`src/common/gpm_regs.svh`:
```
// Register offsets, field positions, reset values and counts for the GPIO port
`ifndef GPM_REGS_SVH
`define GPM_REGS_SVH
`define GPM_PORT_BASE        32'h48000000
`define GPM_PORT_STRIDE      32'h00000400
`define GPM_PORT_COUNT       6
`define GPM_DEBUG_PORT       1
`define GPM_OFS_MODE         12'h000
`define GPM_OFS_DRIVE        12'h004
`define GPM_OFS_SLEW         12'h008
`define GPM_OFS_PULL         12'h00C
`define GPM_OFS_SAMPLE       12'h010
`define GPM_OFS_OUTVAL       12'h014
`define GPM_OFS_FREEZE       12'h01C
`define GPM_OFS_AFSEL0       12'h020
`define GPM_OFS_AFSEL1       12'h024
`define GPM_OFS_FLIP         12'h02C
`define GPM_MODE_RST_DEBUG   32'h000A8280
`define GPM_MODE_RST_OTHER   32'h00000000
`define GPM_CFG_RST          32'h00000000
`define GPM_FREEZE_KEY_BIT   16
`define GPM_PULL_UP          2'h1
`define GPM_PULL_DOWN        2'h2
`endif

```
`src/common/gpm_pkg.sv`:
```
// Types shared by the GPIO port files
package gpm_pkg;
    typedef enum logic [1:0] {
        GPM_MODE_INPUT  = 2'h0,
        GPM_MODE_OUTPUT = 2'h1,
        GPM_MODE_ALT    = 2'h2,
        GPM_MODE_ANALOG = 2'h3
    } gpm_mode_t;

    // Per-pin pad controls
    typedef struct packed {
        logic out_val;
        logic out_en;
        logic pull_up;
        logic pull_down;
        logic schmitt_en;
    } gpm_pad_ctl_t;

    // Register bus request
    typedef struct packed {
        logic        sel;
        logic        wr;
        logic [31:0] addr;
        logic [31:0] wdata;
    } gpm_bus_req_t;
endpackage

```
`src/logic/gpm_pad_ctl.sv`:
```
// Per-pin pad control decode from mode, drive type and pull setting
`include "gpm_regs.svh"
module gpm_pad_ctl (
    input  wire logic              [1:0] mode_i,
    input  wire logic                    open_drain_i,
    input  wire logic              [1:0] pull_i,
    input  wire logic                    gpio_val_i,
    input  wire logic                    alt_val_i,
    input  wire logic                    alt_oe_i,
    output gpm_pkg::gpm_pad_ctl_t        ctl_o
);
    logic drive_val;
    logic drive_on;

    // Output source and driver enable per mode
    always_comb begin
        drive_val = 1'b0;
        drive_on  = 1'b0;
        case (gpm_pkg::gpm_mode_t'(mode_i))
            gpm_pkg::GPM_MODE_OUTPUT: begin
                drive_val = gpio_val_i;
                drive_on  = 1'b1;
            end
            gpm_pkg::GPM_MODE_ALT: begin
                drive_val = alt_val_i;   // [RQ6]
                drive_on  = alt_oe_i;    // [RQ5]
            end
            default: begin
                drive_val = 1'b0;        // [RQ2]
                drive_on  = 1'b0;
            end
        endcase
    end

    // Open drain releases the pad on a high level
    always_comb begin
        ctl_o.out_val    = drive_val;
        ctl_o.out_en     = drive_on && !(open_drain_i && drive_val); // [RQ5]
        ctl_o.schmitt_en = (mode_i != 2'h3); // [RQ3] [RQ7]
        ctl_o.pull_up    = (mode_i != 2'h3) && (pull_i == `GPM_PULL_UP);   // [RQ1]
        ctl_o.pull_down  = (mode_i != 2'h3) && (pull_i == `GPM_PULL_DOWN); // [RQ1]
    end
endmodule

```
`src/logic/gpm_freeze.sv`:
```
// Configuration freeze key sequence: write 1, write 0, write 1, then read
`include "gpm_regs.svh"
module gpm_freeze (
    input  wire logic        clk_i,
    input  wire logic        reset_n_i,
    input  wire logic        wr_i,
    input  wire logic        rd_i,
    input  wire logic [31:0] wdata_i,
    output logic      [15:0] frozen_o,
    output logic             key_done_o,
    output logic      [15:0] staged_o
);
    typedef enum logic [1:0] {
        GPM_FRZ_IDLE = 2'h0,
        GPM_FRZ_ONE  = 2'h1,
        GPM_FRZ_ZERO = 2'h2,
        GPM_FRZ_TWO  = 2'h3
    } gpm_frz_t;

    gpm_frz_t    state_q;
    logic [15:0] staged_q;
    logic        key;
    logic        same;

    assign key        = wdata_i[`GPM_FREEZE_KEY_BIT];
    assign same       = (wdata_i[15:0] == staged_q);
    assign staged_o   = staged_q;

    // Key sequence tracker; any deviating write restarts it, a read before the last write is ignored
    always_ff @(posedge clk_i or negedge reset_n_i) begin
        if (!reset_n_i) begin
            state_q  <= GPM_FRZ_IDLE;
            staged_q <= 16'h0000;
        end else if (key_done_o) begin
            state_q <= GPM_FRZ_IDLE;
        end else if (wr_i) begin
            case (state_q)
                GPM_FRZ_IDLE: begin
                    state_q  <= key ? GPM_FRZ_ONE : GPM_FRZ_IDLE;
                    staged_q <= wdata_i[15:0];
                end
                GPM_FRZ_ONE:  state_q <= (!key && same) ? GPM_FRZ_ZERO : GPM_FRZ_IDLE; // [RQ22]
                GPM_FRZ_ZERO: state_q <= (key && same) ? GPM_FRZ_TWO : GPM_FRZ_IDLE;   // [RQ22]
                default:      state_q <= GPM_FRZ_IDLE; // [RQ22]
            endcase
        end else if (rd_i && state_q == GPM_FRZ_TWO) begin
            state_q <= GPM_FRZ_IDLE;
        end
    end

    // Sticky freeze: only reset clears it
    always_ff @(posedge clk_i or negedge reset_n_i) begin
        if (!reset_n_i) begin
            frozen_o   <= 16'h0000;
            key_done_o <= 1'b0;
        end else if (rd_i && !wr_i && state_q == GPM_FRZ_TWO) begin
            frozen_o   <= frozen_o | staged_q; // [RQ11]
            key_done_o <= 1'b1;
        end
    end
endmodule

```
`src/logic/gpm_port.sv`:
```
// One 16-pin GPIO port: registers, freeze, toggle and pad control
// How it works
// [RQ1] Analog mode turns off both pull resistors
// [RQ2] Analog mode turns off the output driver
// [RQ3] Analog mode disables the Schmitt input
// [RQ4] Analog pins read zero in sample register
// [RQ5] Alternate mode drives pad, push-pull or open-drain
// [RQ6] Alternate mode pad value comes from peripheral
// [RQ7] Alternate mode keeps Schmitt input, pulls selectable
// [RQ8] Sample register captures pads every clock
// [RQ9] Output value reads back last written value
// [RQ10] Freeze guards mode, drive, slew, pull, select
// [RQ11] Completed key sequence freezes chosen pins until reset
// [RQ12] Software should freeze power-module pins
// [RQ13] Flip-write ones invert outputs in one cycle
// [RQ14] Back-to-back flips give half-clock square wave
// [RQ15] Ports decode at base plus 0x400 spacing
// [RQ16] Mode register at 0x00, debug port reset differs
// [RQ17] Pin n mode field at bits 2n+1:2n
// [RQ18] Modes: input, output, alternate, analog
// [RQ19] Drive-type bit zero push-pull, one open-drain
// [RQ20] Sixteen alternate functions per pin selectable
// [RQ21] Writes to frozen pin fields are ignored
// [RQ22] Broken key sequence freezes nothing
`include "gpm_regs.svh"
module gpm_port #(
    parameter int PORT_INDEX = 1,
    parameter int PINS       = 16
) (
    input  wire logic                  clk_i,
    input  wire logic                  reset_n_i,
    input  wire gpm_pkg::gpm_bus_req_t bus_i,
    input  wire logic [PINS-1:0]       pad_in_i,
    input  wire logic [PINS*16-1:0]    alt_out_i,
    input  wire logic [PINS*16-1:0]    alt_oe_i,
    output logic      [31:0]           rdata_o,
    output logic                       hit_o,
    output logic      [PINS-1:0]       pad_out_o,
    output logic      [PINS-1:0]       pad_oe_o,
    output logic      [PINS-1:0]       pad_pull_up_o,
    output logic      [PINS-1:0]       pad_pull_down_o,
    output logic      [PINS-1:0]       pad_schmitt_en_o,
    output logic      [PINS-1:0]       alt_in_o
);
    localparam logic [31:0] BASE = `GPM_PORT_BASE + `GPM_PORT_STRIDE * 32'(PORT_INDEX);
    localparam logic [31:0] MODE_RST = (PORT_INDEX == `GPM_DEBUG_PORT) ?
                                       `GPM_MODE_RST_DEBUG : `GPM_MODE_RST_OTHER;

    logic [31:0]     mode_q;
    logic [15:0]     drive_q;
    logic [31:0]     slew_q;
    logic [31:0]     pull_q;
    logic [31:0]     afsel0_q;
    logic [31:0]     afsel1_q;
    logic [15:0]     outval_q;
    logic [PINS-1:0] sync1_q;
    logic [PINS-1:0] sync2_q;
    logic [PINS-1:0] sample_q;
    logic [15:0]     frozen;
    logic            key_done;
    logic [15:0]     staged;
    logic            sel;
    logic [11:0]     ofs;
    logic            wr_en;
    logic            rd_en;
    logic [31:0]     wmask2;
    logic [15:0]     wmask1;

    // Port select within its 1 KiB window
    assign sel   = bus_i.sel && (bus_i.addr[31:10] == BASE[31:10]); // [RQ15]
    assign ofs   = {2'h0, bus_i.addr[9:0]};
    assign wr_en = sel && bus_i.wr;
    assign rd_en = sel && !bus_i.wr;

    // Write masks that exclude frozen pins
    always_comb begin
        wmask1 = ~frozen;                              // [RQ21]
        wmask2 = 32'h00000000;
        for (int p = 0; p < 16; p++) begin
            wmask2[2*p +: 2] = {2{~frozen[p]}};        // [RQ21]
        end
    end

    // Protected configuration registers
    always_ff @(posedge clk_i or negedge reset_n_i) begin
        if (!reset_n_i) begin
            mode_q   <= MODE_RST;                      // [RQ16]
            drive_q  <= 16'h0000;                      // [RQ19]
            slew_q   <= `GPM_CFG_RST;
            pull_q   <= `GPM_CFG_RST;
            afsel0_q <= `GPM_CFG_RST;
            afsel1_q <= `GPM_CFG_RST;
        end else if (wr_en) begin
            case (ofs)
                `GPM_OFS_MODE:  mode_q  <= (mode_q & ~wmask2) | (bus_i.wdata & wmask2); // [RQ10]
                `GPM_OFS_DRIVE: drive_q <= (drive_q & ~wmask1) | (bus_i.wdata[15:0] & wmask1);
                `GPM_OFS_SLEW:  slew_q  <= (slew_q & ~wmask2) | (bus_i.wdata & wmask2);
                `GPM_OFS_PULL:  pull_q  <= (pull_q & ~wmask2) | (bus_i.wdata & wmask2);
                `GPM_OFS_AFSEL0: begin
                    for (int p = 0; p < 8; p++) begin
                        if (!frozen[p]) afsel0_q[4*p +: 4] <= bus_i.wdata[4*p +: 4]; // [RQ20]
                    end
                end
                `GPM_OFS_AFSEL1: begin
                    for (int p = 0; p < 8; p++) begin
                        if (!frozen[p+8]) afsel1_q[4*p +: 4] <= bus_i.wdata[4*p +: 4];
                    end
                end
                default: mode_q <= mode_q;
            endcase
        end
    end

    // Output value: plain write or single-cycle flip
    always_ff @(posedge clk_i or negedge reset_n_i) begin
        if (!reset_n_i) begin
            outval_q <= 16'h0000;
        end else if (wr_en && ofs == `GPM_OFS_OUTVAL) begin
            outval_q <= bus_i.wdata[15:0];             // [RQ9]
        end else if (wr_en && ofs == `GPM_OFS_FLIP) begin
            outval_q <= outval_q ^ bus_i.wdata[15:0];  // [RQ13] [RQ14]
        end
    end

    // Freeze key sequence engine
    gpm_freeze u_freeze (
        .clk_i      (clk_i),
        .reset_n_i  (reset_n_i),
        .wr_i       (wr_en && ofs == `GPM_OFS_FREEZE),
        .rd_i       (rd_en && ofs == `GPM_OFS_FREEZE),
        .wdata_i    (bus_i.wdata),
        .frozen_o   (frozen),
        .key_done_o (key_done),
        .staged_o   (staged)
    );

    // Two-stage pad synchroniser then per-clock sample
    always_ff @(posedge clk_i or negedge reset_n_i) begin
        if (!reset_n_i) begin
            sync1_q <= '0;
            sync2_q <= '0;
        end else begin
            sync1_q <= pad_in_i;
            sync2_q <= sync1_q;
        end
    end

    // Per-pin pad control and sampling
    genvar g;
    generate
        for (g = 0; g < PINS; g++) begin : g_pin
            gpm_pkg::gpm_pad_ctl_t ctl;
            logic [3:0]            fsel;
            logic                  analog;
            assign fsel   = (g < 8) ? afsel0_q[4*(g%8) +: 4] : afsel1_q[4*(g%8) +: 4];
            assign analog = (mode_q[2*g +: 2] == 2'h3); // [RQ17] [RQ18]
            gpm_pad_ctl u_ctl (
                .mode_i       (mode_q[2*g +: 2]),
                .open_drain_i (drive_q[g]),             // [RQ19]
                .pull_i       (pull_q[2*g +: 2]),
                .gpio_val_i   (outval_q[g]),
                .alt_val_i    (alt_out_i[16*g + fsel]), // [RQ20]
                .alt_oe_i     (alt_oe_i[16*g + fsel]),
                .ctl_o        (ctl)
            );
            // Registered pad controls and sample
            always_ff @(posedge clk_i or negedge reset_n_i) begin
                if (!reset_n_i) begin
                    pad_out_o[g]        <= 1'b0;
                    pad_oe_o[g]         <= 1'b0;
                    pad_pull_up_o[g]    <= 1'b0;
                    pad_pull_down_o[g]  <= 1'b0;
                    pad_schmitt_en_o[g] <= 1'b0;
                    sample_q[g]         <= 1'b0;
                    alt_in_o[g]         <= 1'b0;
                end else begin
                    pad_out_o[g]        <= ctl.out_val;
                    pad_oe_o[g]         <= ctl.out_en;     // [RQ2] [RQ5]
                    pad_pull_up_o[g]    <= ctl.pull_up;    // [RQ1] [RQ7]
                    pad_pull_down_o[g]  <= ctl.pull_down;  // [RQ1]
                    pad_schmitt_en_o[g] <= ctl.schmitt_en; // [RQ3]
                    sample_q[g]         <= analog ? 1'b0 : sync2_q[g]; // [RQ4] [RQ8]
                    alt_in_o[g]         <= analog ? 1'b0 : sync2_q[g];
                end
            end
        end
    endgenerate

    // Registered read data
    always_ff @(posedge clk_i or negedge reset_n_i) begin
        if (!reset_n_i) begin
            rdata_o <= 32'h00000000;
            hit_o   <= 1'b0;
        end else begin
            hit_o <= sel;
            case (ofs)
                `GPM_OFS_MODE:   rdata_o <= mode_q;
                `GPM_OFS_DRIVE:  rdata_o <= {16'h0000, drive_q};
                `GPM_OFS_SLEW:   rdata_o <= slew_q;
                `GPM_OFS_PULL:   rdata_o <= pull_q;
                `GPM_OFS_SAMPLE: rdata_o <= {16'h0000, sample_q};
                `GPM_OFS_OUTVAL: rdata_o <= {16'h0000, outval_q}; // [RQ9]
                `GPM_OFS_FREEZE: rdata_o <= {15'h0000, key_done, frozen};
                `GPM_OFS_AFSEL0: rdata_o <= afsel0_q;
                `GPM_OFS_AFSEL1: rdata_o <= afsel1_q;
                default:         rdata_o <= 32'h00000000;
            endcase
        end
    end

    // Analog pin 2: its sample bit reads zero from the next cycle
    a_analog_sample_zero: assert property (@(posedge clk_i) disable iff (!reset_n_i) // [RQ4]
        (mode_q[5:4] == 2'h3) |=> !sample_q[2])
        else $error("analog pin sampled non-zero");

    // Analog pin never drives or pulls
    a_analog_no_drive: assert property (@(posedge clk_i) disable iff (!reset_n_i) // [RQ2]
        (mode_q[5:4] == 2'h3) |=> !pad_oe_o[2] && !pad_pull_up_o[2] && !pad_pull_down_o[2])
        else $error("analog pin driven or pulled");

    // Analog pin has no Schmitt input
    a_analog_schmitt_off: assert property (@(posedge clk_i) disable iff (!reset_n_i) // [RQ3]
        (mode_q[5:4] == 2'h3) |=> !pad_schmitt_en_o[2])
        else $error("analog schmitt on");

    // Flip write inverts outputs next cycle
    a_flip_inverts: assert property (@(posedge clk_i) disable iff (!reset_n_i) // [RQ13]
        (wr_en && ofs == `GPM_OFS_FLIP)
        |=> outval_q == ($past(outval_q) ^ $past(bus_i.wdata[15:0])))
        else $error("flip did not invert");

    // Mode fields of frozen pins never change, whatever is written
    a_frozen_mode_held: assert property (@(posedge clk_i) disable iff (!reset_n_i) // [RQ21]
        (frozen != 16'h0000)
        |=> ((mode_q ^ $past(mode_q)) & ~$past(wmask2)) == 32'h00000000)
        else $error("frozen mode changed");

    // Freeze bits never drop without reset
    a_freeze_sticky: assert property (@(posedge clk_i) disable iff (!reset_n_i) // [RQ11]
        (frozen != 16'h0000) |=> (frozen & $past(frozen)) == $past(frozen))
        else $error("freeze cleared");

    // Output pin driving outval in push-pull
    a_output_drives: assert property (@(posedge clk_i) disable iff (!reset_n_i) // [RQ19]
        (mode_q[1:0] == 2'h1 && !drive_q[0]) |=> pad_oe_o[0] && pad_out_o[0] == $past(outval_q[0]))
        else $error("push-pull output wrong");

    // Sample follows synchronised pad for pin 3 in alternate mode
    a_sample_follows: assert property (@(posedge clk_i) disable iff (!reset_n_i) // [RQ8]
        (mode_q[7:6] == 2'h2) |=> sample_q[3] == $past(sync2_q[3]))
        else $error("sample not current");
endmodule

```
`config.mk`:
```
export PLATFORM = sky130hd
export DESIGN_NAME = gpm_port
export DESIGN_NICKNAME = d
export VERILOG_FILES = /design/src/common/gpm_pkg.sv /design/src/logic/gpm_pad_ctl.sv /design/src/logic/gpm_freeze.sv /design/src/logic/gpm_port.sv
export VERILOG_INCLUDE_DIRS = /design/src /design/src/common
export SDC_FILE = /design/constraint.sdc
export NUM_CORES = 1
export LEC_CHECK = 0
export BUFFER_PORTS_ARGS = -buffer_cell sky130_fd_sc_hd__buf_4
export CAP_MARGIN = 40
export CORE_AREA = 2 2 280 282
export CTS_BUF_LIST = sky130_fd_sc_hd__clkbuf_4 sky130_fd_sc_hd__clkbuf_8 sky130_fd_sc_hd__clkbuf_16
export DETAILED_ROUTE_END_ITERATION = 16
export DIE_AREA = 0 0 282 284
export HOLD_SLACK_MARGIN = 0.08
export SLEW_MARGIN = 15
export SYNTH_ARGS = -nofsm -noshare
export SYNTH_HDL_FRONTEND = slang
export SYNTH_SLANG_ARGS = --single-unit
```
`constraint.sdc`:
```
create_clock -name clk_i -period 2.3 [get_ports clk_i]
set_input_delay 0 -clock clk_i [delete_from_list [all_inputs] [get_ports clk_i]]
set_output_delay 0 -clock clk_i [all_outputs]
set_load 0.02 [all_outputs]
```
* Word-level counts from Yosys, hierarchy flattened
Cells that the tools add are included.
** Storage, ports and cells
- Word-level logic and storage cells :: 540
- Output and inout bits :: 129
- Bits in registers :: 388
** Cells by class
- Magnitude comparators :: 16
- Reductions and logical operators :: 120
- Muxes and demuxes :: 122
- Equal/unequal tests :: 110
- Add/subtract/negate cells :: 15
- Bitwise logic cells :: 32
** Operators with widths (number)
- 32-bit one-hot mux with 9 select lines :: 1
- 1-bit binary-select mux with 8-bit select :: 30
- 32-bit bitwise AND :: 4
- 2-bit equality test, second input constant :: 50
- 32-bit OR :: 3
- 1-bit logical AND :: 76
- 8-bit by 4-bit adder with 9-bit output, first input constant :: 8
- 9-bit less-than comparator, second input constant :: 8
- 2-bit by 1-bit equality test with 1-bit output, second input constant :: 33
- 1-bit one-hot mux with 2 select lines :: 32
- 3-bit AND reduction :: 17
- 1-bit 2-to-1 mux :: 49
- 8-bit by 9-bit less-than comparator with 1-bit output, second input constant :: 4
- 7-bit by 4-bit adder with 8-bit output, first input constant :: 4
- 16-bit bitwise AND :: 2
- 16-bit 2-to-1 mux :: 2
- 2-bit != test, second input constant :: 16
- 16-bit NOT :: 2
- 32-bit NOT :: 1
- 16-bit OR :: 2
- 10-bit by 5-bit equality test with 1-bit output, second input constant :: 3
- 10-bit by 6-bit equality test with 1-bit output, second input constant :: 3
- 22-bit by 21-bit equality test with 1-bit output, second input constant :: 1
- 10-bit by 4-bit equality test with 1-bit output, second input constant :: 2
- 18 further kinds :: 62

* Longest topological paths before layout
- Depth after elaboration :: 8
- Gate-level depth with buffers :: 8

* Cells and area by module
From an unflattened synthesis, not the netlist that was laid out.
** Second synthesis, totals
- Cells, all modules :: 1598
- Area total of the unflattened synthesis :: 21705.8 um^2
** Modules (own cells, without submodules)
- gpm_port :: cells each 1282, area each 18550.3 um^2, times used 1
- gpm_pad_ctl :: cells each 13, area each 103.8 um^2, times used 16
- gpm_freeze :: cells each 108, area each 1493.9 um^2, times used 1

* Least setup slack after synthesis
OpenSTA, ideal clock, no wires.
- Kind :: input-to-reg
- Start point :: in bus_i[39] (netlist name)
- End point :: reg u_freeze.staged_q[10], in the netlist u_freeze.staged_o[10]
- Data arrival time :: 2.188 ns
- Cell stages on the path :: 8
- Library setup time :: 0.125 ns
- Slack :: -0.013 ns
- Cells stage by stage :: or4_1 > buf_4 > or2_1 > or3_1 > or4_1 > buf_2 > buf_6 > mux2_4
** Between the ends
- Cells in the longest elaborated chain, start to end :: 3
** Ends and longest elaborated chain
- from (decl) :: RTL line gpm_port.sv:32 : input wire gpm_pkg::gpm_bus_req_t bus_i,
- 10-bit by 5-bit equality test with 1-bit output
- 1-bit logical AND (no source line)
- 3-bit AND reduction (no source line)
- to (signal assigned) :: RTL line gpm_freeze.sv:40 : staged_q <= wdata_i[15:0];
- to (decl) :: RTL line gpm_freeze.sv:21 : logic [15:0] staged_q;
Every way passes these cells.
A chain may end at the register's enable or synchronous reset.

==> qor.txt <==
Post-synth EDFFs: 0
Final wirelength: 88740 um
Max_slew headroom: 62.25%
Setup TNS: 0 ns
Layout net count: 3108
Ys async rst share: 100.0%
Gr ovfl total: 0
Fmax: 451.5 MHz
GP Congestion: 0.9064
Critical path endpoint category: flop
Core ar.: 0.07696 mm2
P&R area growth vs syn: 49.14%
Leakage: 0.01455 uW
Die area: 0.08009 mm2
Vias: 17680
Reg2reg end: pad_oe_o[9]
Worst r2r path cells: 6
Clk_lat worst skew: 0.60 ns
Clock network fraction of total power: 47.1%
Hold_sp: pad_in_i[4]
First-pass iteration count of the detailed router: 7
CTS buffer count: 47
CTS tree: yes
Final setup viols: 0
Max Fanout on Critical Path: 8
Buffers on Ports: 724
DR vias/cell: 4.991
Crit Path Class: reg -> reg
Initial cell density of the core: 26.58%
R2R Setup Slk: 0.09 ns
Synth area leaders: dfrtp_1, mux4_2, mux2_2, ha_1, mux2i_1
Max VDD drop: 0.0004373 V
Status: complete, no violations
Sequential area share after synthesis: 47.50%
Hold Path Depth: 2
RSZ-0062 raised after global routing: false
Crit share post-route: 96.30%
CTS root buf: clkbuf_16
Top cell type's share of synthesized area: 46.86%
Post-Syn Area per Cell: 12.98 um2
CP arrival: 2.68 ns
Internal cell power: 12400 uW
Die Wd: 282 um
Mapped cell area: 0.02045 mm2
# fillers: 7448
Chip height: 284 um
Netlist cell types: 63
Vias in the first global route: 19440
Syn_nets: 2220
CP startpoint kind: flop
Syn Inst Count: 1576
YS warnings: 0
Gate power share: 10.1%
Row count: 102
Initial antenna violation count: 4
All-layer global routing usage: 21.69%
Clock Path Buffers: 3
Reg-to-reg startpoint: afsel1_q[4]
Sequential power share: 42.8%
Starting DRT DRC Count: 1074
Layout cell share with drive strength beyond 1: 51.56%
Count leader, synth: dfrtp_1
Max_cap viols: 0
Drc violations: 0
First-pass GRT wire length: 128500 um
Post-synth top flop: dfrtp_1
Sw Pwr: 3706 uW
Largest net degree at the start of global routing: 84
Worst EP required: 2.77 ns
IO Pins: 725
#FFs+latches synth: 388
HP Class: in -> reg
Final Skew: 0.02391 ns
Min cycle time layout: 2.215 ns
Routed wire length per instance: 25.05 um
Worst-Margin Slew: 0.5662 ns
Hpwl dp: 70350 um
Clock Sinks: 388
Sw frac: 23.01%
Worst-path clk slew: 0.06 ns
Power Dens Cells: 528.0 mW/mm2
Htree depth: 2
Hold violation total from the final report: 0
Most frequent cells after synthesis: dfrtp_1, mux2_2, mux4_2, nor2_1, clkbuf_1
Power Total: 16110 uW
Slew Limit Fails: 0
Hold Path Sink: sync1_q[4]
Leading area contributor after synthesis: dfrtp_1
Remaining antenna violation count after routing: 0
[through the flow]
step | instance area [um2] | instances | utilization (%) | setup WS, ns | hold slack, ns
3_5_place_dp | 27720 | 3338 | 36.02 | -0.2235 | -0.04714
4_1_cts | 30480 | 3538 | 39.60 | 0.02869 | 0.08043
3_3_place_gp | 27720 | 3338 | 36.02 | -0.2444 | -0.05563
6_report | 30500 | 3543 | 39.64 | 0.08501 | 0.1076
2_1_floorplan | 20470 | 1576 | - | 0.01316 | -0.2956
5_1_grt | 30500 | 3542 | 39.63 | 0.0005234 | 0.09925
[critical path: stages (launching register included)]
cell and delay, ns:
dfrtp_1 0.39, buf_12 0.16, mux4_2 0.48, dlygate4sd3_1 0.56
mux2_2 0.28, a31oi_1 0.16, a21oi_1 0.05
[logic make-up (layout without fill, tap and decap cells)]
| family | Yosys count | count (layout) | share of synthesized area [%] |
|---|---|---|---|
| AO/OA/AOI/OAI | 208 | 208 | 7.519 |
| XOR/XNOR | 16 | 16 | 0.6852 |
| adder cells (fa/ha/maj) | 48 | 48 | 2.937 |
| buffers and inverters | 184 | 1108 | 3.456 |
| flip-flops | 388 | 388 | 47.50 |
| multiplexers | 395 | 395 | 28.94 |
| other | 0 | 3 | 0 |
| AND/OR/NAND/NOR | 337 | 337 | 8.963 |
[layout make-up]
class / count / area, um2 / area share [%]
well taps: 1040 / 1301 / 4.266
clock inverters: 12 / 122.6 / 0.4020
diodes: 3 / 7.507 / 0.02461
inverters: 81 / 304.0 / 0.9968
repair buffers: 942 / 7497 / 24.58
flip-flops and latches: 388 / 9719 / 31.86
clock buffers: 73 / 1465 / 4.803
multi-input cells: 1004 / 10090 / 33.07
[power groups by stage]
stage	registers (uW)	logic [uW]	clock network, uW
after floorplan	7030	304	0
final	6900	1620	7590
after global placement	7020	1440	0
after detailed placement	7020	1460	0
after CTS	6900	1640	7810
after global routing	6900	1730	8050
[worst max-delay path by stage]
stage,startpoint,endpoint,slack (ns),cells after the start
global route,afsel1_q[4],pad_oe_o[9],0.0005,6
floorplan,bus_i[39],u_freeze.staged_o[10],0.01,8
CTS,afsel1_q[4],pad_oe_o[9],0.03,6
detailed placement,bus_i[39],afsel0_q[25],-0.22,9
finish,afsel1_q[4],pad_oe_o[9],0.09,6
global placement,bus_i[39],afsel0_q[16],-0.24,9
[cell usage in the layout, fill, tap and decap left out, types with 5 or more instances in the layout]
cell type,count
a21o_1,17
a21oi_1,20
a221oi_1,6
a222oi_1,28
a22oi_1,55
a31oi_1,24
buf_12,9
buf_4,817
clkbuf_16,47
clkbuf_4,11
clkbuf_8,15
dfrtp_1,380
dfstp_2,5
dlygate4sd3_1,114
ha_1,48
inv_1,81
mux2_2,210
mux2_4,10
mux2i_1,43
mux4_2,132
nand2_1,39
nand2b_1,8
nand3_1,59
nand3b_1,12
nand4_1,12
nor2_1,91
nor2b_1,31
nor3_1,11
nor3b_1,35
nor4_1,6
o21ai_0,23
xor2_1,16
[routing by layer]
layer  part of all wire, %  routed length [um]  vias up  global-route usage (%)
met3                   5.4                4830      136                   3.441
met5                 0.018                  16        -                       0
met2                    52               46420      657                   39.08
li1                      -                   -     7762                       -
met4                   3.0                2643        2                   6.928
met1                    39               34830     9126                   26.17
[what timing repair did]
item | CTS | global route
setup endpoints to repair | 0 | 32
endpoints found under the hold margin | 642 | 0
gates resized for setup | 0 | 3
buffers inserted | 0 | 2
hold buffers | 115 | 0
(Power assumes the default switching activity.)
